--- src/rtl/ipe_pkg.sv ---
// package for the interrupt priority and enable register block
package ipe_pkg;
   // register byte offsets (chosen, one aligned word each)
   localparam logic [7:0] IPE_OFS_ADC_EN7 = 8'h00;
   localparam logic [7:0] IPE_OFS_PRIO0 = 8'h04;
   localparam logic [7:0] IPE_OFS_PRIO1 = 8'h08;
   localparam logic [7:0] IPE_OFS_PRIO2 = 8'h0C;
   localparam logic [7:0] IPE_OFS_PRIO3 = 8'h10;
   localparam logic [7:0] IPE_OFS_PRIO4 = 8'h14;
   localparam logic [7:0] IPE_OFS_PEND = 8'h18;
   localparam logic [7:0] IPE_OFS_MASK = 8'h1C;
   localparam logic [7:0] IPE_OFS_FWD = 8'h20;
   // enable bit positions
   localparam int IPE_POS_P6 = 4;
   localparam int IPE_POS_P3 = 1;
   localparam int IPE_POS_P2 = 0;
   // priority field low bit positions
   localparam int IPE_POS_F3 = 12;
   localparam int IPE_POS_F2 = 8;
   localparam int IPE_POS_F1 = 4;
   localparam int IPE_POS_F0 = 0;
   // reset values
   localparam logic [2:0] IPE_PRIO_RST = 3'h4;
   localparam logic [2:0] IPE_PRIO_OFF = 3'h0;
   localparam logic [15:0] IPE_EN_RST = 16'h0000;
   // writable masks of the full variant
   localparam logic [15:0] IPE_WM_EN7 = 16'h0013;
   localparam logic [15:0] IPE_WM_P0 = 16'h7777;
   localparam logic [15:0] IPE_WM_P1 = 16'h7000;
   localparam logic [15:0] IPE_WM_P2 = 16'h7770;
   localparam logic [15:0] IPE_WM_P3 = 16'h0077;
   localparam logic [15:0] IPE_WM_P4 = 16'h7777;
   // source count and indices
   localparam int IPE_NSRC = 16;
   localparam int IPE_SRC_EXT0 = 0;
   localparam int IPE_SRC_INCAP = 1;
   localparam int IPE_SRC_OUTCMP = 2;
   localparam int IPE_SRC_TMRA = 3;
   localparam int IPE_SRC_TMRB = 4;
   localparam int IPE_SRC_SPIERR = 5;
   localparam int IPE_SRC_SPIEV = 6;
   localparam int IPE_SRC_SRX = 7;
   localparam int IPE_SRC_STX = 8;
   localparam int IPE_SRC_ADC = 9;
   localparam int IPE_SRC_I2CS = 10;
   localparam int IPE_SRC_I2CM = 11;
   localparam int IPE_SRC_CMPA = 12;
   localparam int IPE_SRC_PCHG = 13;
   localparam int IPE_SRC_ADCP2 = 14;
   localparam int IPE_SRC_ADCP3 = 15;
   // bus transfer states
   typedef enum logic [0:0] {
      IPE_IDLE = 1'b0,
      IPE_ACK = 1'b1
   } ipe_bus_type;
endpackage

--- src/rtl/ipe_regmem.sv ---
// small register memory with masked writes and registered read data
`timescale 1ns/1ps
`default_nettype none
module ipe_regmem #(
   parameter int DEPTH = 6,
   parameter int AW = 3
) (
   // clock and reset
   input wire logic clk_sys,
   input wire logic rst_n,
   input wire logic ce,
   // reset image and write mask per word
   input wire logic [DEPTH*16-1:0] rst_val,
   input wire logic [DEPTH*16-1:0] wr_mask,
   // access
   input wire logic wr_en,
   input wire logic [AW-1:0] addr,
   input wire logic [15:0] wr_data,
   output logic [15:0] rd_data,
   // whole contents for the priority logic
   output logic [DEPTH*16-1:0] words
);
   typedef struct packed {
      logic [DEPTH*16-1:0] mem;
      logic [15:0] rd;
      logic init;
   } ipe_mem_type;
   ipe_mem_type st_reg, st_next;
   logic [15:0] m;
   assign words = st_reg.mem;
   assign rd_data = st_reg.rd;
   // masked write keeps unimplemented bits at zero
   always_comb begin
      st_next = st_reg;
      m = wr_mask[addr*16 +: 16];
      if (!st_reg.init) begin
         st_next.mem = rst_val & wr_mask;
         st_next.init = 1'b1;
      end else if (wr_en && (int'(addr) < DEPTH)) begin
         st_next.mem[addr*16 +: 16] = wr_data & m;
      end
      st_next.rd = (int'(addr) < DEPTH) ? st_reg.mem[addr*16 +: 16] : 16'h0000;
   end
   // reset loads constants; the init cycle copies the reset image
   always_ff @(posedge clk_sys or negedge rst_n) begin
      if (!rst_n) begin
         st_reg <= '0;
      end else if (ce) begin
         st_reg <= st_next;
      end
   end
endmodule // ipe_regmem
`default_nettype wire

--- src/rtl/ipe_top.sv ---
// interrupt priority and enable registers with APB slave and forwarding
// How it works
// field 111 is level 7, highest
// field 000 disables its source entirely; here it only blocks forwarding, its pending bit still sets and can raise irq
// 001 is level 1, codes linear
// priority fields reset to 100
// unimplemented bits read zero, ignore writes
// enable bit gates request, resets zero
// enable bit 4 is adc pair 6
// enable bit 1 is adc pair 3
// enable bit 0 is adc pair 2
// priority 0 holds four fields
// priority 1 holds timer b only
// priority 2 holds serial rx, spi
// priority 3 holds adc, serial tx
// priority 4 holds change, comparator, i2c
// variant parameters remove absent fields
// highest nonzero enabled pending source forwarded
`timescale 1ns/1ps
`default_nettype none
module ipe_top #(
   parameter logic [15:0] VAR_EN7 = 16'hFFFF,
   parameter logic [15:0] VAR_P0 = 16'hFFFF,
   parameter logic [15:0] VAR_P1 = 16'hFFFF,
   parameter logic [15:0] VAR_P2 = 16'hFFFF,
   parameter logic [15:0] VAR_P3 = 16'hFFFF,
   parameter logic [15:0] VAR_P4 = 16'hFFFF
) (
   // clock, reset, enable
   input wire logic clk_sys,
   input wire logic rstn,
   input wire logic clk_en,
   // apb slave
   input wire logic psel,
   input wire logic penable,
   input wire logic pwrite,
   input wire logic [7:0] paddr,
   input wire logic [31:0] pwdata,
   output logic [31:0] prdata,
   output logic pready,
   output logic pslverr,
   // peripheral request levels
   input wire logic [ipe_pkg::IPE_NSRC-1:0] src_req,
   // forwarded request toward the core
   output logic fwd_valid,
   output logic [3:0] fwd_src,
   output logic [2:0] fwd_level,
   output logic irq
);
   import ipe_pkg::*;

   typedef struct packed {
      ipe_bus_type bus;
      logic [31:0] rdata;
      logic slverr;
      logic rd_mem;
      logic rd_pend;
      logic [15:0] pend;
      logic [15:0] mask;
      logic fv;
      logic [3:0] fs;
      logic [2:0] fl;
      logic irq;
   } ipe_state_type;

   ipe_state_type st_reg, st_next;
   logic rst_n;
   logic [95:0] words;
   logic [15:0] mem_rd;
   logic mem_wr;
   logic [2:0] mem_addr;
   logic [95:0] wmask;
   logic [95:0] rimg;
   logic [2:0] prio [IPE_NSRC];
   logic [15:0] en_bit;
   logic hit_mem, hit_pend, hit_mask, hit_fwd, access;
   logic [2:0] best_l;
   logic [3:0] best_s;
   logic [15:0] evt;
   // reset release stages, kept apart since they run on the raw reset
   logic [1:0] rsync_reg;
   // bus answer flops feeding the ports directly
   logic [31:0] prdata_reg;
   logic pready_reg;
   logic pslverr_reg;

   // field reset image for one priority word
   function automatic logic [15:0] prio_img(input logic [15:0] wm);
      prio_img = {1'b0, IPE_PRIO_RST, 1'b0, IPE_PRIO_RST, 1'b0, IPE_PRIO_RST, 1'b0, IPE_PRIO_RST} & wm;
   endfunction

   // extract a three-bit field from a stored word
   function automatic logic [2:0] fld(input logic [15:0] w, input int pos);
      fld = w[pos +: 3];
   endfunction

   // two-stage reset release
   always_ff @(posedge clk_sys or negedge rstn) begin
      if (!rstn) begin
         rsync_reg <= 2'b00;
      end else begin
         rsync_reg <= {rsync_reg[0], 1'b1};
      end
   end
   assign rst_n = rsync_reg[1];

   // writable masks combine layout and variant
   assign wmask = {IPE_WM_P4 & VAR_P4, IPE_WM_P3 & VAR_P3, IPE_WM_P2 & VAR_P2,
                   IPE_WM_P1 & VAR_P1, IPE_WM_P0 & VAR_P0, IPE_WM_EN7 & VAR_EN7};
   // enables reset to zero, priorities to level 4
   assign rimg = {prio_img(wmask[95:80]), prio_img(wmask[79:64]), prio_img(wmask[63:48]),
                  prio_img(wmask[47:32]), prio_img(wmask[31:16]), IPE_EN_RST};

   // address decode
   // the answer cycle still shows psel and penable; it must not start a second transfer
   assign access = psel && penable && (st_reg.bus == IPE_IDLE) && !pready_reg;
   assign hit_mem = (paddr[1:0] == 2'b00) && (paddr < IPE_OFS_PEND);
   assign hit_pend = (paddr == IPE_OFS_PEND);
   assign hit_mask = (paddr == IPE_OFS_MASK);
   assign hit_fwd = (paddr == IPE_OFS_FWD);
   assign mem_addr = paddr[4:2];
   assign mem_wr = access && pwrite && hit_mem;

   ipe_regmem #(.DEPTH(6), .AW(3)) u_mem (
      .clk_sys(clk_sys),
      .rst_n(rst_n),
      .ce(clk_en),
      .rst_val(rimg),
      .wr_mask(wmask),
      .wr_en(mem_wr),
      .addr(mem_addr),
      .wr_data(pwdata[15:0]),
      .rd_data(mem_rd),
      .words(words)
   );

   // per-source priority fields
   always_comb begin
      prio[IPE_SRC_EXT0] = fld(words[31:16], IPE_POS_F0);
      prio[IPE_SRC_INCAP] = fld(words[31:16], IPE_POS_F1);
      prio[IPE_SRC_OUTCMP] = fld(words[31:16], IPE_POS_F2);
      prio[IPE_SRC_TMRA] = fld(words[31:16], IPE_POS_F3);
      prio[IPE_SRC_TMRB] = fld(words[47:32], IPE_POS_F3);
      prio[IPE_SRC_SPIERR] = fld(words[63:48], IPE_POS_F1);
      prio[IPE_SRC_SPIEV] = fld(words[63:48], IPE_POS_F2);
      prio[IPE_SRC_SRX] = fld(words[63:48], IPE_POS_F3);
      prio[IPE_SRC_STX] = fld(words[79:64], IPE_POS_F0);
      prio[IPE_SRC_ADC] = fld(words[79:64], IPE_POS_F1);
      prio[IPE_SRC_I2CS] = fld(words[95:80], IPE_POS_F0);
      prio[IPE_SRC_I2CM] = fld(words[95:80], IPE_POS_F1);
      prio[IPE_SRC_CMPA] = fld(words[95:80], IPE_POS_F2);
      prio[IPE_SRC_PCHG] = fld(words[95:80], IPE_POS_F3);
      // adc pair sources share the adc complete level
      prio[IPE_SRC_ADCP2] = fld(words[79:64], IPE_POS_F1);
      prio[IPE_SRC_ADCP3] = fld(words[79:64], IPE_POS_F1);
   end

   // enable gating: only pair sources have enables in this register
   always_comb begin
      en_bit = 16'h3FFF;
      en_bit[IPE_SRC_ADCP2] = words[IPE_POS_P2];
      en_bit[IPE_SRC_ADCP3] = words[IPE_POS_P3];
   end

   // highest nonzero level wins, lowest index breaks ties
   always_comb begin
      best_l = IPE_PRIO_OFF;
      best_s = 4'h0;
      for (int i = 0; i < IPE_NSRC; i++) begin
         // level 000 never requests; 001..111 ordered as numbers
         if (src_req[i] && en_bit[i] && (prio[i] != IPE_PRIO_OFF) && (prio[i] > best_l)) begin
            best_l = prio[i];
            best_s = 4'(i);
         end
      end
   end

   // sticky events: pair 6 enable gates the adc pair 2 request into event bit 4 of status
   assign evt = (src_req & en_bit) | {11'h000, src_req[IPE_SRC_ADCP2] & words[IPE_POS_P6], 4'h0};

   // bus, status and forwarding
   always_comb begin
      st_next = st_reg;
      st_next.rd_mem = 1'b0;
      st_next.rd_pend = 1'b0;
      // sticky set wins over read clear
      st_next.pend = st_reg.pend | evt;
      if (st_reg.bus == IPE_ACK) begin
         st_next.bus = IPE_IDLE;
         if (st_reg.rd_mem) begin
            st_next.rdata = {16'h0000, mem_rd};
         end
      end else if (access) begin
         st_next.bus = IPE_ACK;
         st_next.slverr = !(hit_mem || hit_pend || hit_mask || hit_fwd);
         st_next.rdata = 32'h0000_0000;
         if (pwrite) begin
            if (hit_mask) begin
               st_next.mask = pwdata[15:0];
            end
         end else if (hit_mem) begin
            st_next.rd_mem = 1'b1;
         end else if (hit_pend) begin
            st_next.rdata = {16'h0000, st_reg.pend};
            st_next.pend = evt;
         end else if (hit_mask) begin
            st_next.rdata = {16'h0000, st_reg.mask};
         end else if (hit_fwd) begin
            st_next.rdata = {24'h000000, st_reg.fv, st_reg.fl, st_reg.fs};
         end
      end
      st_next.fv = (best_l != IPE_PRIO_OFF);
      st_next.fs = best_s;
      st_next.fl = best_l;
      st_next.irq = |(st_next.pend & st_next.mask);
   end

   // state register, frozen while clk_en is low
   always_ff @(posedge clk_sys or negedge rst_n) begin
      if (!rst_n) begin
         st_reg.bus <= IPE_IDLE;
         st_reg.rdata <= 32'h0000_0000;
         st_reg.slverr <= 1'b0;
         st_reg.rd_mem <= 1'b0;
         st_reg.rd_pend <= 1'b0;
         st_reg.pend <= 16'h0000;
         st_reg.mask <= 16'h0000;
         st_reg.fv <= 1'b0;
         st_reg.fs <= 4'h0;
         st_reg.fl <= 3'h0;
         st_reg.irq <= 1'b0;
      end else if (clk_en) begin
         st_reg.bus <= st_next.bus;
         st_reg.rdata <= st_next.rdata;
         st_reg.slverr <= st_next.slverr;
         st_reg.rd_mem <= st_next.rd_mem;
         st_reg.rd_pend <= st_next.rd_pend;
         st_reg.pend <= st_next.pend;
         st_reg.mask <= st_next.mask;
         st_reg.fv <= st_next.fv;
         st_reg.fs <= st_next.fs;
         st_reg.fl <= st_next.fl;
         st_reg.irq <= st_next.irq;
      end
   end

   // outputs from flip-flops; read data of memory lands one cycle later
   always_ff @(posedge clk_sys or negedge rst_n) begin
      if (!rst_n) begin
         prdata_reg <= 32'h0000_0000;
         pready_reg <= 1'b0;
         pslverr_reg <= 1'b0;
      end else if (clk_en) begin
         pready_reg <= (st_reg.bus == IPE_ACK);
         pslverr_reg <= (st_reg.bus == IPE_ACK) && st_reg.slverr;
         prdata_reg <= (st_reg.bus == IPE_ACK) ? st_next.rdata : 32'h0000_0000;
      end
   end
   assign prdata = prdata_reg;
   assign pready = pready_reg;
   assign pslverr = pslverr_reg;
   assign fwd_valid = st_reg.fv;
   assign fwd_src = st_reg.fs;
   assign fwd_level = st_reg.fl;
   assign irq = st_reg.irq;
endmodule // ipe_top
`default_nettype wire

--- config.mk ---
export PLATFORM = sky130hd
export DESIGN_NAME = ipe_top
export DESIGN_NICKNAME = d
export VERILOG_FILES = /design/src/rtl/ipe_pkg.sv /design/src/rtl/ipe_regmem.sv /design/src/rtl/ipe_top.sv
export SDC_FILE = /design/constraint.sdc
export NUM_CORES = 1
export LEC_CHECK = 0
export ABC_AREA = 1
export BUFFER_PORTS_ARGS = -buffer_cell sky130_fd_sc_hd__clkbuf_2
export CORE_MARGIN = 3
export CORE_UTILIZATION = 25
export CTS_BUF_LIST = sky130_fd_sc_hd__clkbuf_8
export DETAILED_ROUTE_END_ITERATION = 8
export GPL_TIMING_DRIVEN = 0
export PLACE_DENSITY = 0.4
export REMOVE_ABC_BUFFERS = 1
export SYNTH_ARGS = -nofsm -noshare
export SYNTH_HDL_FRONTEND = slang
export SYNTH_HIERARCHICAL = 1
export SYNTH_SLANG_ARGS = --single-unit
--- constraint.sdc ---
create_clock -name clk_sys -period 8.5 [get_ports clk_sys]
set_clock_uncertainty 0.05 [all_clocks]
set_input_delay 0.85 -clock clk_sys [delete_from_list [all_inputs] [get_ports clk_sys]]
set_output_delay 0.85 -clock clk_sys [all_outputs]
set_load 0.02 [all_outputs]
==> flow_summary.ini <==
[power_and_ir_drop]
clockPowerShare_pct = 41.1
swShare_pct = 32.2
p_leak_nw = 9.48
power.switching_w = 0.000882
total_power_w = 0.00274
sequentialPowerShare_pct = 42.8
p_per_area_nw_per_um2 = 141
p_int_w = 0.00185
max-vdd-ir-drop_mv = 0.0843
p_comb_share_pct = 16.0

[clocking]
ctsHtreeMaxLevel = 2
tritoncts = done
clkTransAtPathRegs_ps = 70
cts_buffers = 45
clk_latency_ps = 640
clkSinkCount = 225
clock_path_buffers = 3
root_buffer = clkbuf_8

[worst_setup_path]
critPathArrivalTime_ps = 15330
crit_path_start_kind = primary input
cp.required_ps = 8970
worstPathMaxFanout = 4
crit_top_cell = nand2_4
critical-path-max-stage-delay_ps = 300
cpLargestDelayFamily = simple AND/OR/NAND/NOR gates
slowest_stage = ha_4
crit_buf_inv = 8
path_class = primary input to register
crit_path_end_kind = register

[global_route]
grt_pass1_vias = 14900
grt_overflow = 0
antenna_found_initial = 2
grt_util_all_layers_pct = 18.5
grt_max_degree = 90
grt_first_pass_wirelength_um = 90400

[timing]
setup_violations = 8
max_freq_ghz = 0.0673
setup_ws_ps = -6360
timing.hold.ws_ps = 309
min_period_over_period_pct = 175
fin_crit_ps = 14860
rsz0062_at_grt = true
tns_ps = -50720
finalMaxSlewViolations = 0
hold_viol = 0
relSlewSlack_pct = 9.84
tightest_slew_ps = 1350

[cells_and_area]
seqCellArea_um2 = 5640
fillCellCount = 6525
final_util_pct = 32.7
area_delta_synth_final_pct = 28.3
largest_reg_flops = 96
multi_input_area_um2 = 9500
layout-drive-gt1-share_pct = 19.5
nets = 2605

[outcome]
violations = negative setup slack
outcome = finished, violations left

[placement]
place_congestion = 0.791
dpl.hpwl_um = 39900
dp_slack_ps = -9820
io_buffers = 88

[drt]
vias = 15200
routed_wl_um = 59700
post_drt_wl_per_cell_um = 18.0
drt_iter0_drc = 1092
dr.pass1.iters = 5
remaining_drc_errors = 0
ant_nets = 0
avgViaCountPerCell = 4.59

[floorplanning]
initial_core_util_pct = 25.5
fp.dieArea_um2 = 63600
rows = 89
die-width_um = 252
core_area_um2 = 59500
io_pins = 105
dieHeight_um = 252

[run]
drv_cap = 0

[hold_path]
min_path_type = register to register

[yosys]
postSynthAreaPerCell_um2 = 7.04
syn_inst = 2151
synth_warnings = 6
synth_area_um2 = 15100
cells in the final DEF, fill, tap and decap left out, types with 7 or more instances in the layout:
cell type,n
or2_2,17
nand4_1,21
dfrtp_1,220
a21oi_1,120
clkbuf_8,53
o21ai_0,132
a31oi_1,66
o221ai_1,20
o21bai_1,9
nand3_2,20
nor2_1,321
ha_1,8
a21oi_2,11
ha_4,15
conb_1,289
buf_16,7
nor2_4,9
inv_1,226
o21ai_4,12
a22oi_1,16
nor3_1,10
o31ai_1,17
or2_4,7
nand3_4,8
clkbuf_2,85
nand2_2,40
nand2_4,28
inv_2,14
nor2_2,11
o22ai_1,17
o211ai_1,25
nand3_1,176
o21ai_2,14
buf_4,109
nand2_1,341
power groups by stage:
| stage | Clock (W) | Sequential [W] | Combinational (W) |
|---|---|---|---|
| floorplan | 0 | 0.00121 | 0.000234 |
| global placement | 0 | 0.00121 | 0.000396 |
| detailed placement | 0 | 0.00119 | 0.000424 |
| CTS | 0.00117 | 0.00117 | 0.000436 |
| global route | 0.00121 | 0.00118 | 0.000499 |
| finish | 0.00113 | 0.00117 | 0.000439 |
routing by layer:
| metal | track usage (%) | wire, µm | vias up |
|---|---|---|---|
| met2 | 30.6 | 27400 | 362 |
| li1 | - | - | 7554 |
| met5 | 0 | 0 | - |
| met1 | 25.3 | 27800 | 7239 |
| met3 | 2.59 | 2810 | 85 |
| met4 | 5.36 | 1660 | 0 |
area by class of cell:
type	instances	share of cell area, %
Inverter	229	4.50
Timing Repair Buffer	212	8.12
Antenna cell	1	0.0129
Clock buffer	52	3.68
Tap cell	773	4.98
Clock inverter	24	0.773
Sequential cell	225	29.0
Multi-Input combinational cell	1807	48.9
stage by stage:
| step | area (µm²) | std cells |
|---|---|---|
| 5_1_grt | 19400 | 3322 |
| 3_5_place_dp | 16900 | 3134 |
| 4_1_cts | 19000 | 3308 |
| 6_report | 19400 | 3323 |
| 2_1_floorplan | 15200 | 2261 |
| 3_3_place_gp | 16600 | 3122 |
what timing repair did:
action,4_1_cts,5_1_grt
setup buffers,97,18
endpoints found under the hold margin,2,0
resized for setup,119,61
cloned,0,0
hold buffers,1,0
pin swaps,76,59
setup endpoints to repair,8,8
worst paths after layout:
kind	start	endpoint	slack [ps]	cells past startpoint
worst max-delay path	src_req[0]	fwd_src[3]	-6360	111
worst min register to register	rsync_reg[0]	rsync_reg[1]	310	0
max in group asynchronous	rsync_reg[1]	u_mem/words[21]	6810	2
worst max register to register	u_mem/words[17]	fwd_src[3]	-6340	110
min in group asynchronous	rsync_reg[1]	st_reg[43]	370	0
worst min-delay path	rsync_reg[0]	rsync_reg[1]	310	0
No activity file was read; power rests on OpenSTA's default activity.
